[src/logic/wakseq_pkg.sv]
// Constants, register map and carrier types of the wake activation sequencer.
package wakseq_pkg;

  // Register byte offsets on the bus.
  localparam logic [7:0] ADDR_CAUSE = 8'h00;
  localparam logic [7:0] ADDR_WAIT = 8'h04;
  localparam logic [7:0] ADDR_PIN_EN = 8'h08;
  localparam logic [7:0] ADDR_DRAM = 8'h0C;

  // Field positions of the cause register.
  localparam int CAUSE_LOW_CELL = 0;
  localparam int CAUSE_SWITCH = 1;
  localparam int CAUSE_PIN_WAKE = 2;
  localparam int CAUSE_CARRIER = 3;

  // Field positions of the DRAM sleep control register.
  localparam int DRAM_SUSPEND = 0;
  localparam int DRAM_STOP_CLK = 1;
  localparam int DRAM_PIN_LATCH = 2;
  localparam int DRAM_READY = 3;

  // Reset values.
  localparam logic [15:0] PIN_EN_RESET = 16'h0000;
  localparam logic [2:0] DRAM_CTRL_RESET = 3'h0;

  // AHB-Lite encodings.
  localparam logic [1:0] HTRANS_NONSEQ = 2'h2;
  localparam logic HRESP_OKAY = 1'h0;

  // Timing: the wait setting counts units of 31.25 ms.
  localparam int CLK_PERIOD_NS = 20;
  localparam int WAIT_UNIT_NS = 31_250_000;
  localparam int WAIT_UNIT_CYCLES = WAIT_UNIT_NS / CLK_PERIOD_NS;
  localparam int WAIT_DEFAULT_NS = 343_750_000;
  localparam logic [7:0] WAIT_RESET = 8'(WAIT_DEFAULT_NS / WAIT_UNIT_NS);

  // Wake pins as they arrive from the board.
  typedef struct packed {
    logic power_switch;
    logic card_busy_n;
    logic carrier_detect_n;
    logic low_cell_inhibit;
    logic [15:0] gpio;
  } wakseq_pins_t;

  localparam wakseq_pins_t PINS_IDLE = 20'h6_0000;

  // Controls toward the memory controller and DRAM pads.
  typedef struct packed {
    logic burst_req;
    logic selfref_req;
    logic clk_run;
    logic pins_hold;
  } wakseq_mc_t;

endpackage : wakseq_pkg

[src/logic/wakseq_top.sv]
// Wake activation sequencer with DRAM sleep control and AHB-Lite registers.
// Notes on behaviour
// - Switch pulses indicator, samples inhibit, releases.
// - Inhibit high: release peripherals, start cold reset.
// - Inhibit low: set flag, shut down again.
// - Switch activation never sets switch flag.
// - Card busy starts the same sequence.
// - Pin wakes only when its enable set.
// - Clock-domain reset clears pin enables.
// - Pin trigger sets pin flag either way.
// - Pins and carrier ignored during indicator.
// - Carrier detect starts the same sequence.
// - Carrier bit shows live pin level.
// - Carrier frozen while switch held down.
// - Carrier wake records no cause flag.
// - Timer alarm starts the same sequence.
// - Alarm held off until indicator ends.
// - DRAM register drives pins, reports status.
// - Suspend: burst refresh if enabled, self-refresh.
// - Ready bit set after self-refresh entry.
// - Stop bit halts memory clock.
// - Latch bit freezes DRAM pins.
// - Indicator length from wait setting, default.
//
// Our own choices: the AHB-Lite interface to the registers and the register offsets.
`timescale 1ns/10ps
module wakseq_top #(
  parameter int TICK_CYCLES = wakseq_pkg::WAIT_UNIT_CYCLES
) (
  // Clock and reset
  input wire logic hclk,
  input wire logic hresetn,
  // AHB-Lite slave
  input wire logic hsel,
  input wire logic [31:0] haddr,
  input wire logic [1:0] htrans,
  input wire logic hwrite,
  input wire logic [2:0] hsize,
  input wire logic [31:0] hwdata,
  input wire logic hready,
  output logic hreadyout,
  output logic hresp,
  output logic [31:0] hrdata,
  // Wake sources
  input wire wakseq_pkg::wakseq_pins_t pins,
  input wire logic timer_alarm,
  input wire logic hibernate_req,
  // Power sequencing
  output logic wake_indicator,
  output logic periph_reset_release,
  output logic cold_reset_start,
  output logic shutdown_start,
  // Memory controller
  input wire logic burst_refresh_en,
  input wire logic burst_done,
  input wire logic selfrefresh_ack,
  output wakseq_pkg::wakseq_mc_t mc_ctrl
);
  import wakseq_pkg::*;

  typedef enum logic [1:0] {W_SLEEP, W_IND, W_RUN} wakseq_state_t;
  typedef enum logic [1:0] {M_IDLE, M_BURST, M_ENTER, M_READY} wakseq_mstate_t;

  wakseq_pins_t pin_s;
  wakseq_state_t state_reg;
  wakseq_mstate_t mstate_reg;
  logic [15:0] gpio_prev_reg, pin_en_reg;
  logic switch_prev_reg, busy_prev_reg, carrier_ref_reg, alarm_prev_reg, alarm_pend_reg;
  logic [7:0] wait_reg, unit_cnt_reg, wr_addr_reg, wait_units;
  logic [2:0] dram_reg;
  logic low_cell_flag_reg, switch_flag_reg, pin_flag_reg, wr_pend_reg;
  logic [31:0] tick_cnt_reg, cause_rd;
  logic addr_phase, pin_trig, switch_trig, busy_trig, carrier_trig, alarm_trig, any_trig;
  logic ind_last, cause_wr;

  wakseq_sync #(
    .WIDTH(20),
    .INIT(PINS_IDLE)
  ) u_pin_sync (
    .clk(hclk),
    .rst_n(hresetn),
    .din(pins),
    .dout(pin_s)
  );

  // Bus side: zero wait states, always OKAY.
  assign hreadyout = 1'b1;
  assign hresp = HRESP_OKAY;
  assign addr_phase = hsel && hready && (htrans == HTRANS_NONSEQ);

  always_ff @(posedge hclk or negedge hresetn) begin
    if (!hresetn) begin
      wr_pend_reg <= 1'b0;
      wr_addr_reg <= 8'h00;
    end else begin
      wr_pend_reg <= addr_phase && hwrite;
      wr_addr_reg <= haddr[7:0];
    end
  end

  assign cause_wr = wr_pend_reg && (wr_addr_reg == ADDR_CAUSE);

  always_comb begin
    cause_rd = 32'h0000_0000;
    cause_rd[CAUSE_LOW_CELL] = low_cell_flag_reg;
    cause_rd[CAUSE_SWITCH] = switch_flag_reg;
    cause_rd[CAUSE_PIN_WAKE] = pin_flag_reg;
    cause_rd[CAUSE_CARRIER] = !pin_s.carrier_detect_n;
  end

  // Read data is captured at the address phase; unmapped offsets read zero.
  always_ff @(posedge hclk or negedge hresetn) begin
    if (!hresetn) begin
      hrdata <= 32'h0000_0000;
    end else if (addr_phase && !hwrite) begin
      case (haddr[7:0])
        ADDR_CAUSE: hrdata <= cause_rd;
        ADDR_WAIT: hrdata <= {24'h00_0000, wait_reg};
        ADDR_PIN_EN: hrdata <= {16'h0000, pin_en_reg};
        ADDR_DRAM: hrdata <= {28'h000_0000, mstate_reg == M_READY, dram_reg};
        default: hrdata <= 32'h0000_0000;
      endcase
    end
  end

  // Software configuration; the bus reset doubles as the clock-domain reset.
  always_ff @(posedge hclk or negedge hresetn) begin
    if (!hresetn) begin
      pin_en_reg <= PIN_EN_RESET;
      wait_reg <= WAIT_RESET;
      dram_reg <= DRAM_CTRL_RESET;
    end else if (wr_pend_reg) begin
      case (wr_addr_reg)
        ADDR_WAIT: wait_reg <= hwdata[7:0];
        ADDR_PIN_EN: pin_en_reg <= hwdata[15:0];
        ADDR_DRAM: dram_reg <= hwdata[2:0];
        default: dram_reg <= dram_reg;
      endcase
    end
  end

  // Edge detection on the filtered pins and on the unfiltered timer alarm.
  always_ff @(posedge hclk or negedge hresetn) begin
    if (!hresetn) begin
      gpio_prev_reg <= 16'h0000;
      switch_prev_reg <= 1'b0;
      busy_prev_reg <= 1'b1;
      alarm_prev_reg <= 1'b0;
    end else begin
      gpio_prev_reg <= pin_s.gpio;
      switch_prev_reg <= pin_s.power_switch;
      busy_prev_reg <= pin_s.card_busy_n;
      alarm_prev_reg <= timer_alarm;
    end
  end

  // The carrier reference is frozen while the switch is held, so only a net change is seen.
  always_ff @(posedge hclk or negedge hresetn) begin
    if (!hresetn) begin
      carrier_ref_reg <= 1'b0;
    end else if (!pin_s.power_switch) begin
      carrier_ref_reg <= !pin_s.carrier_detect_n;
    end
  end

  // Pins and carrier are dropped while the indicator is on.
  assign pin_trig = (state_reg == W_SLEEP) && |(pin_s.gpio & ~gpio_prev_reg & pin_en_reg);
  assign switch_trig = (state_reg == W_SLEEP) && pin_s.power_switch && !switch_prev_reg;
  assign busy_trig = (state_reg == W_SLEEP) && !pin_s.card_busy_n && busy_prev_reg;
  assign carrier_trig = (state_reg == W_SLEEP) && !pin_s.power_switch &&
                        !pin_s.carrier_detect_n && !carrier_ref_reg;
  assign alarm_trig = (state_reg == W_SLEEP) && alarm_pend_reg;
  assign any_trig = pin_trig || switch_trig || busy_trig || carrier_trig || alarm_trig;

  // An alarm is remembered while the indicator is on and delivered after it ends in a shutdown; a cold reset drops it.
  always_ff @(posedge hclk or negedge hresetn) begin
    if (!hresetn) begin
      alarm_pend_reg <= 1'b0;
    end else if (timer_alarm && !alarm_prev_reg && state_reg != W_RUN) begin
      alarm_pend_reg <= 1'b1;
    end else if (state_reg != W_IND) begin
      alarm_pend_reg <= 1'b0;
    end
  end

  // Indicator duration: wait setting times the unit, zero treated as one unit.
  assign wait_units = (wait_reg == 8'h00) ? 8'h01 : wait_reg;
  assign ind_last = (unit_cnt_reg == wait_units - 8'h01) &&
                    (tick_cnt_reg == 32'(TICK_CYCLES - 1));

  always_ff @(posedge hclk or negedge hresetn) begin
    if (!hresetn) begin
      tick_cnt_reg <= 32'h0000_0000;
      unit_cnt_reg <= 8'h00;
    end else if (state_reg != W_IND) begin
      tick_cnt_reg <= 32'h0000_0000;
      unit_cnt_reg <= 8'h00;
    end else if (tick_cnt_reg == 32'(TICK_CYCLES - 1)) begin
      tick_cnt_reg <= 32'h0000_0000;
      unit_cnt_reg <= unit_cnt_reg + 8'h01;
    end else begin
      tick_cnt_reg <= tick_cnt_reg + 32'h0000_0001;
    end
  end

  // Wake sequence. Reset acts as a cold start with the core running.
  always_ff @(posedge hclk or negedge hresetn) begin
    if (!hresetn) begin
      state_reg <= W_RUN;
      wake_indicator <= 1'b0;
      periph_reset_release <= 1'b1;
      cold_reset_start <= 1'b0;
      shutdown_start <= 1'b0;
    end else begin
      cold_reset_start <= 1'b0;
      shutdown_start <= 1'b0;
      case (state_reg)
        W_SLEEP: begin
          if (any_trig) begin
            state_reg <= W_IND;
            wake_indicator <= 1'b1;
          end
        end
        W_IND: begin
          if (ind_last) begin
            wake_indicator <= 1'b0;
            if (pin_s.low_cell_inhibit) begin
              state_reg <= W_RUN;
              periph_reset_release <= 1'b1;
              cold_reset_start <= 1'b1;
            end else begin
              state_reg <= W_SLEEP;
              shutdown_start <= 1'b1;
            end
          end
        end
        W_RUN: begin
          if (hibernate_req) begin
            state_reg <= W_SLEEP;
            periph_reset_release <= 1'b0;
            shutdown_start <= 1'b1;
          end
        end
        default: begin
          state_reg <= W_SLEEP;
          wake_indicator <= 1'b0;
        end
      endcase
    end
  end

  // Cause flags: write one to clear, a hardware set in the same cycle wins.
  always_ff @(posedge hclk or negedge hresetn) begin
    if (!hresetn) begin
      low_cell_flag_reg <= 1'b0;
    end else if (state_reg == W_IND && ind_last && !pin_s.low_cell_inhibit) begin
      low_cell_flag_reg <= 1'b1;
    end else if (cause_wr && hwdata[CAUSE_LOW_CELL]) begin
      low_cell_flag_reg <= 1'b0;
    end
  end

  always_ff @(posedge hclk or negedge hresetn) begin
    if (!hresetn) begin
      pin_flag_reg <= 1'b0;
    end else if (pin_trig) begin
      pin_flag_reg <= 1'b1;
    end else if (cause_wr && hwdata[CAUSE_PIN_WAKE]) begin
      pin_flag_reg <= 1'b0;
    end
  end

  // The switch flag belongs to the running interrupt path; activation never sets it.
  // A carrier wake likewise records no cause, leaving software to read the live level.
  always_ff @(posedge hclk or negedge hresetn) begin
    if (!hresetn) begin
      switch_flag_reg <= 1'b0;
    end else if (cause_wr && hwdata[CAUSE_SWITCH]) begin
      switch_flag_reg <= 1'b0;
    end
  end

  // Self-refresh entry, with an optional burst first.
  always_ff @(posedge hclk or negedge hresetn) begin
    if (!hresetn) begin
      mstate_reg <= M_IDLE;
    end else if (!dram_reg[DRAM_SUSPEND]) begin
      mstate_reg <= M_IDLE;
    end else begin
      case (mstate_reg)
        M_IDLE: mstate_reg <= burst_refresh_en ? M_BURST : M_ENTER;
        M_BURST: if (burst_done) mstate_reg <= M_ENTER;
        M_ENTER: if (selfrefresh_ack) mstate_reg <= M_READY;
        M_READY: mstate_reg <= M_READY;
        default: mstate_reg <= M_IDLE;
      endcase
    end
  end

  always_ff @(posedge hclk or negedge hresetn) begin
    if (!hresetn) begin
      mc_ctrl <= '{burst_req: 1'b0, selfref_req: 1'b0, clk_run: 1'b1, pins_hold: 1'b0};
    end else begin
      mc_ctrl.burst_req <= dram_reg[DRAM_SUSPEND] && mstate_reg == M_BURST;
      mc_ctrl.selfref_req <= dram_reg[DRAM_SUSPEND] &&
                             (mstate_reg == M_ENTER || mstate_reg == M_READY);
      mc_ctrl.clk_run <= !dram_reg[DRAM_STOP_CLK];
      mc_ctrl.pins_hold <= dram_reg[DRAM_PIN_LATCH];
    end
  end

  // Checks.
  property p_ind_start;
    @(posedge hclk) disable iff (!hresetn)
      $rose(wake_indicator) |-> $past(state_reg) == W_SLEEP && $past(any_trig);
  endproperty
  a_ind_start: assert property (p_ind_start) else $error("indicator rose without a wake source");

  property p_cold_ok;
    @(posedge hclk) disable iff (!hresetn)
      $fell(wake_indicator) |-> cold_reset_start == $past(pin_s.low_cell_inhibit);
  endproperty
  a_cold_ok: assert property (p_cold_ok) else $error("cold reset does not follow inhibit level");

  property p_low_cell;
    @(posedge hclk) disable iff (!hresetn)
      $fell(wake_indicator) && !cold_reset_start |-> shutdown_start ##1 low_cell_flag_reg;
  endproperty
  a_low_cell: assert property (p_low_cell) else $error("blocked wake did not flag and shut down");

  property p_no_switch_flag;
    @(posedge hclk) disable iff (!hresetn)
      !switch_flag_reg;
  endproperty
  a_no_switch_flag: assert property (p_no_switch_flag) else $error("switch flag was set");

  property p_pin_flag;
    @(posedge hclk) disable iff (!hresetn)
      pin_trig |-> wake_indicator == 1'b0 ##1 pin_flag_reg && wake_indicator;
  endproperty
  a_pin_flag: assert property (p_pin_flag) else $error("pin wake not recorded");

  property p_alarm_held;
    @(posedge hclk) disable iff (!hresetn)
      $fell(wake_indicator) && alarm_pend_reg && !cold_reset_start |=> wake_indicator;
  endproperty
  a_alarm_held: assert property (p_alarm_held) else $error("held alarm not delivered");

  property p_ready;
    @(posedge hclk) disable iff (!hresetn)
      $rose(mstate_reg == M_READY) |-> $past(selfrefresh_ack) && $past(mstate_reg) == M_ENTER;
  endproperty
  a_ready: assert property (p_ready) else $error("ready without self-refresh entry");

  property p_stop_clk;
    @(posedge hclk) disable iff (!hresetn)
      dram_reg[DRAM_STOP_CLK] [*2] |-> !mc_ctrl.clk_run;
  endproperty
  a_stop_clk: assert property (p_stop_clk) else $error("memory clock still runs");

  property p_latch;
    @(posedge hclk) disable iff (!hresetn)
      $rose(dram_reg[DRAM_PIN_LATCH]) |=> mc_ctrl.pins_hold;
  endproperty
  a_latch: assert property (p_latch) else $error("DRAM pins not frozen");

endmodule : wakseq_top

[src/logic/wakseq_sync.sv]
// Three-stage input synchroniser with agreement filter.
`timescale 1ns/10ps
module wakseq_sync #(
  parameter int WIDTH = 1,
  parameter logic [WIDTH-1:0] INIT = '0
) (
  // Clock and reset
  input wire logic clk,
  input wire logic rst_n,
  // Data
  input wire logic [WIDTH-1:0] din,
  output logic [WIDTH-1:0] dout
);

  logic [WIDTH-1:0] s1_reg;
  logic [WIDTH-1:0] s2_reg;
  logic [WIDTH-1:0] s3_reg;

  always_ff @(posedge clk or negedge rst_n) begin
    if (!rst_n) begin
      s1_reg <= INIT;
      s2_reg <= INIT;
      s3_reg <= INIT;
    end else begin
      s1_reg <= din;
      s2_reg <= s1_reg;
      s3_reg <= s2_reg;
    end
  end

  // A bit only moves once stages two and three agree, which rejects a one-cycle glitch.
  always_ff @(posedge clk or negedge rst_n) begin
    if (!rst_n) begin
      dout <= INIT;
    end else begin
      dout <= (s3_reg & ~(s2_reg ^ s3_reg)) | (dout & (s2_reg ^ s3_reg));
    end
  end

endmodule : wakseq_sync

[config.mk]
export PLATFORM = sky130hd
export DESIGN_NAME = wakseq_top
export DESIGN_NICKNAME = d
export VERILOG_FILES = /design/src/logic/wakseq_pkg.sv /design/src/logic/wakseq_top.sv /design/src/logic/wakseq_sync.sv
export SDC_FILE = /design/constraint.sdc
export NUM_CORES = 1
export LEC_CHECK = 0
export BUFFER_PORTS_ARGS = -buffer_cell sky130_fd_sc_hd__buf_4
export CAP_MARGIN = 20
export CORE_UTILIZATION = 49
export CTS_CLUSTER_DIAMETER = 30
export DETAILED_ROUTE_END_ITERATION = 8
export GPL_TIMING_DRIVEN = 0
export PLACE_DENSITY_LB_ADDON = 0.12
export SYNTH_ARGS = -nofsm -noshare
export SYNTH_HDL_FRONTEND = slang
export SYNTH_HIERARCHICAL = 1
export SYNTH_SLANG_ARGS = --single-unit
[constraint.sdc]
create_clock -name hclk -period 5.2 [get_ports hclk]
set_clock_uncertainty 0.15 [all_clocks]
set_input_delay 0.52 -clock hclk [delete_from_list [all_inputs] [get_ports hclk]]
set_output_delay 0.52 -clock hclk [all_outputs]
set_load 0.005 [all_outputs]
# Yosys cells after proc, flatten, opt, wreduce, memory -nomap -nowiden
# Cells that the tools add are included.
dict set report classes {
  addsub 3
  eq_ne 22
  muxes 36
  bitwise_logic 9
  n_reduce_logical 55
}
# cell count
set op_table {}
lappend op_table {{2-to-1 mux 32 bit} 2}
lappend op_table {{case mux 16 bit (4 select lines)} 1}
lappend op_table {{AND 20 bit} 2}
lappend op_table {{adder 32 x 1 -> 32 bit (second input constant)} 1}
lappend op_table {{AND 16 bit} 2}
lappend op_table {{equality test 32 x 21 -> 1 bit (second input constant)} 1}
lappend op_table {{equality test 8 x 4 -> 1 bit (second input constant)} 4}
lappend op_table {{zero test 8 bit} 3}
lappend op_table {{2-to-1 mux 8 bit} 3}
lappend op_table {{logical AND 1 bit} 23}
lappend op_table {{inverter 20 bit} 1}
lappend op_table {{bitwise OR 20 bit} 1}
lappend op_table {{XOR 20 bit} 1}
lappend op_table {{2-to-1 mux 1 bit} 17}
lappend op_table {{equality test 8 x 3 -> 1 bit (second input constant)} 2}
lappend op_table {{2-to-1 mux 2 bit} 8}
lappend op_table {{inverter 16 bit} 1}
lappend op_table {{OR reduction 16 bit} 1}
lappend op_table {{nonzero test 2 bit} 5}
lappend op_table {{zero test 1 bit} 9}
lappend op_table {{adder 8 x 1 -> 8 bit (second input constant)} 1}
lappend op_table {{equality test 2 bit (second input constant)} 4}
lappend op_table {{equality test 8 bit} 1}
lappend op_table {{inequality test 2 bit (second input constant)} 4}
lappend op_table {{other kinds (14)} 27}
dict set report word_totals {
  register_bits 223
  out_inout_bits 42
  word_cells 155
}

# Depth between registers and ports, before layout
dict set report logic_depth {
  word_depth 11
  mapped_depth 11
}

# By module
# Netlist, hierarchy kept.
# module instances cells_each area_each_um2 seq_area_each_um2
set by_module_without_submodules {}
lappend by_module_without_submodules {wakseq_top 1 527 5739.3 3186.8}
lappend by_module_without_submodules {wakseq_sync 1 100 2237.1 2011.9}

# Worst setup path before layout
# OpenSTA, ideal clock, no wires.
dict set report synth_path {
  path_kind {register to register}
  start {register wait_reg[5]}
  end {register wake_indicator}
  setup_time_ns 0.125
  arrival_ns 2.963
  slack_ns 1.962
  stages_incl_launch_ff 11
  period_less_slack_ns 3.238
  path_cell_list {dfrtp_1 or4_4 nor4_1 nor2_1 ha_1 or3_1 a31oi_1 nand3_1 a211o_1 a21oi_1 mux2_2}
}
dict set report synth_via {
  elab_chain_cells 7
}
# element line
set synth_rtl {}
lappend synth_rtl {{start: declaration} wakseq_top.sv:69} ;# logic [7:0] wait_reg, unit_cnt_reg, wr_addr_reg, wait_units;
lappend synth_rtl {{start signal: assignment} wakseq_top.sv:134} ;# ADDR_WAIT: wait_reg <= hwdata[7:0];
lappend synth_rtl {{zero test 8 bit} wakseq_top.sv:187} ;# assign wait_units = (wait_reg == 8'h00) ? 8'h01 : wait_reg;
lappend synth_rtl {{2-to-1 mux 8 bit (*)} wakseq_top.sv:187}
lappend synth_rtl {{subtractor 8 x 1 -> 8 bit (*)} wakseq_top.sv:188} ;# assign ind_last = (unit_cnt_reg == wait_units - 8'h01) &&
lappend synth_rtl {{equality test 8 bit (*)} wakseq_top.sv:188}
lappend synth_rtl {{logical AND 1 bit (*)} wakseq_top.sv:188}
lappend synth_rtl {{inequality test 2 bit (no source line) (*)} n/a}
lappend synth_rtl {{AND reduction 3 bit (no source line) (*)} n/a}
lappend synth_rtl {{end signal: assignment} wakseq_top.sv:210} ;# wake_indicator <= 1'b0;
lappend synth_rtl {{end signal: assignment} wakseq_top.sv:221} ;# wake_indicator <= 1'b1;
lappend synth_rtl {{end signal: assignment} wakseq_top.sv:226} ;# wake_indicator <= 1'b0;
lappend synth_rtl {{end: declaration} wakseq_top.sv:49} ;# output logic wake_indicator,
# Every way passes the cells marked *; elsewhere a longest branch is shown, timed or not.
# A chain may end at the register's enable or synchronous reset.

# Worst setup path after layout
# Ends and elaborated chain as after synthesis.

==> reports/results.tsv <==
metric	value	unit
worstHoldStart	haddr[2]	
viasPerCell	5.00	
largest_reg_flops	32	
timing.fmax	0.277	GHz
power_switching	974	uW
synthCells	627	
antenna_cells	0	
peakVddDrop	0.285	mV
crit_type	reg -> reg	
synth_enable_flop_cells	0	
path_delay_family	simple AND/OR/NAND/NOR gates	
clkSinkCount	207	
p_per_area	431	nW/um^2
p_leak	0.00481	uW
ys_async_sr_fraction	100	%
clkPwrFrac	58.3	%
dp_hpwl	10.3	mm
p_sw_share	21.2	%
die_h	130	um
grt_max_degree	107	
holdWs	56.2	ps
grt.overflow.total	0	
rows	46	
grt.busiest_layer	met2	
num_vias	5234	
fp.dieArea	16800	sq um
post-cts-setup-buffers	0	
drv_slew	0	
yosys.area_share.adder	3.76	%
drive_gt1_share	28.9	%
rr_endpoint	wake_indicator$_DFFE_PN0P_	
final_net_count	901	
portBuffers	79	
drt_first_pass_iters	4	
hold_violations	0	
grt_first_pass_wirelength	26.1	mm
period_needed	3610	ps
postRouteAntennaNets	0	
rsz0062_at_grt	no	
power	4600	uW
core	15900	sq um
yosysSeqAreaShare	65.2	%
r2r_setup_slack	1590	ps
dpl_cell_area	8930	sq um
clkLatencyLatePin	510	ps
start_kind	flop	
final.setup.tns	0	ps
cts_tree	yes	
crit_fanout	5	
synth_top_family_by_area	simple AND/OR/NAND/NOR gates	
crit_path_end_kind	flop	
r2r_cells	11	
max_slew_margin	32.9	%
ys_warn_count	6	
wl_per_cell	15.2	um
arrival	3840	ps
max_slew.worst_pin.slew	998	ps
cts_buffers	42	
die_width	130	um
design_area	10700	sq um
grtUsageMet1	25.8	%
setup_viol	0	
ys_ff_latch	207	
sequentialPowerShare	37.8	%
required	5430	ps
synth_flop_cell	dfrtp_1	
worstHoldPathCells	1	
antenna_found_initial	0	
synth_xor_xnor_area_share	4.28	%
finish.utilization	67.3	%
clk_pin_slew	50	ps
slowest_delay	560	ps
min_to	wr_addr_reg[2]$_DFF_PN0_	
synth_compound_area_share	5.02	%
routabilityCongestion	0.823	
drv_cap	0	
cp_num_buf_inv	0	
status	finished clean	
syn_avg_cell_area	12.7	sq um
detail_route.wirelength	15.9	mm
start_util	50.2	%
grtUsageMet2	33.1	%
clk_path_buf_depth	3	
synth.area.mux_share	4.77	%
syn2layout_area_growth	34.0	%
grt.total_usage	20.0	%
slowest_stage	or4_4	
synth_simple_gate_area_share	13.7	%
min_period_over_period	69.4	%
ys_types	55	
first_global_vias	5449	
combPwrFrac	3.9	%
min_path_type	in -> reg	
cts_max_level	2	
post-route-drc-count	0	
crit_chain	or4_4 -> nor4_1 -> nor2_1 -> ha_1 -> xnor2_1 -> a221oi_1 -> o31a_1 -> nand3_1 -> a211o_1 -> a21oi_1 -> mux2_2	
cts_root_buf	clkbuf_16	
grt_use_met3	4.95	%
r2r_start	wait_reg[5]$_DFFE_PN0P_	
drt_iter0_drc	312	
syn_area	7980	sq um
p_int	3630	uW
ioPinCount	141	
layout make-up:
| type | instances | area, sq um |
|---|---|---|
| flip-flops and latches | 207 | 5200 |
| well taps | 216 | 270 |
| fillers | 1180 | 5200 |
| multi-input cells | 387 | 2590 |
| clock buffers | 54 | 1200 |
| repair buffers | 109 | 918 |
| inverters | 20 | 75.1 |
| plain buffers | 29 | 176 |
| clock inverters | 24 | 264 |
worst reg2reg max path, delay by kind of cell (launching register included):
kind / cells / cell delay [ps]
and+or+nand+nor: 4 / 1080
AOI/OAI and AO/OA: 4 / 1020
DFF: 1 / 450
muxes: 1 / 340
adders and majority gates: 1 / 320
xor gates and xnor gates: 1 / 130
power by group through the flow:
stage	Combinational [uW]	Sequential, uW	Clock (uW)
final	178	1740	2680
after global routing	199	1750	2820
after detailed placement	162	1760	0
after global placement	153	1760	0
after CTS	181	1740	2740
after floorplan	75.1	1750	0
cells in the mapped netlist, types with 3 or more instances:
cell,count,area (sq um)
or3_1,7,43.8
a21oi_1,6,30.0
dfstp_2,15,394
xor2_1,20,175
xnor2_1,19,166
nor3_1,4,20.0
nor3b_1,3,22.5
maj3_2,20,225
and3_1,5,31.3
nor2_1,55,206
nand2_1,53,199
a221o_1,3,30.0
dfrtp_1,192,4800
a22oi_1,4,30.0
o21ai_0,24,120
and2_1,6,37.5
inv_1,19,71.3
nor2b_1,3,18.8
ha_1,6,75.1
nand4_1,18,113
nand3_1,15,75.1
mux2_2,28,315
nor4_1,12,75.1
nand2b_1,3,18.8
buf_4,18,135
clkbuf_1,9,33.8
and4_1,4,35.0
nand3b_1,18,135
a22o_1,4,35.0
logic make-up (layout without fill, tap and decap cells):
| kind of cell | after synthesis | in the layout |
|---|---|---|
| AND/OR/NAND/NOR | 213 | 213 |
| multiplexers | 32 | 32 |
| flip-flops | 207 | 207 |
| buffers and inverters | 49 | 236 |
| adder cells (fa/ha/maj) | 26 | 26 |
| other | 2 | 18 |
| XOR/XNOR | 39 | 39 |
| AO/OA/AOI/OAI | 59 | 59 |
through the flow:
step	instances	setup slack, ps
2_1_floorplan	643	1960
3_3_place_gp	938	1740
3_5_place_dp	939	1620
4_1_cts	1046	1600
5_1_grt	1046	1260
6_report	1046	1590
per-layer routing:
| metal | wire length [um] | vias to the layer above |
|---|---|---|
| met2 | 7820 | 114 |
| met5 | 0 | - |
| met1 | 7080 | 2583 |
| met3 | 728 | 24 |
| met4 | 275 | 0 |
| li1 | - | 2513 |
placed cells by master, fill, tap and decap left out, types with 7 or more instances in the layout:
master	Yosys	routed
buf_4	18	96
clkbuf_1	9	14
clkbuf_16	0	45
clkinvlp_4	0	7
conb_1	2	18
dfrtp_1	192	192
dfstp_2	15	15
dlygate4sd3_1	0	29
inv_1	19	19
maj3_2	20	20
mux2_2	28	28
nand2_1	53	53
nand3_1	15	15
nand3b_1	18	18
nand4_1	18	18
nor2_1	55	55
nor4_1	12	12
o21ai_0	24	24
or3_1	7	7
xnor2_1	19	19
xor2_1	20	20
worst max-delay path by stage:
stage / startpoint / to / cells after the start
finish: wait_reg[5]$_DFFE_PN0P_ / wake_indicator$_DFFE_PN0P_ / 11
floorplan: wait_reg[5]$_DFFE_PN0P_ / wake_indicator$_DFFE_PN0P_ / 10
global placement: wait_reg[5]$_DFFE_PN0P_ / wake_indicator$_DFFE_PN0P_ / 10
CTS: wait_reg[5]$_DFFE_PN0P_ / wake_indicator$_DFFE_PN0P_ / 11
detailed placement: wait_reg[5]$_DFFE_PN0P_ / periph_reset_release$_DFFE_PN1P_ / 11
global route: wait_reg[5]$_DFFE_PN0P_ / periph_reset_release$_DFFE_PN1P_ / 11
what timing repair did:
action                                 CTS  global route
resized for setup                        0             0
endpoints found under the hold margin  125             0
hold buffers                            29             0
No activity file was read; power rests on OpenSTA's default activity.
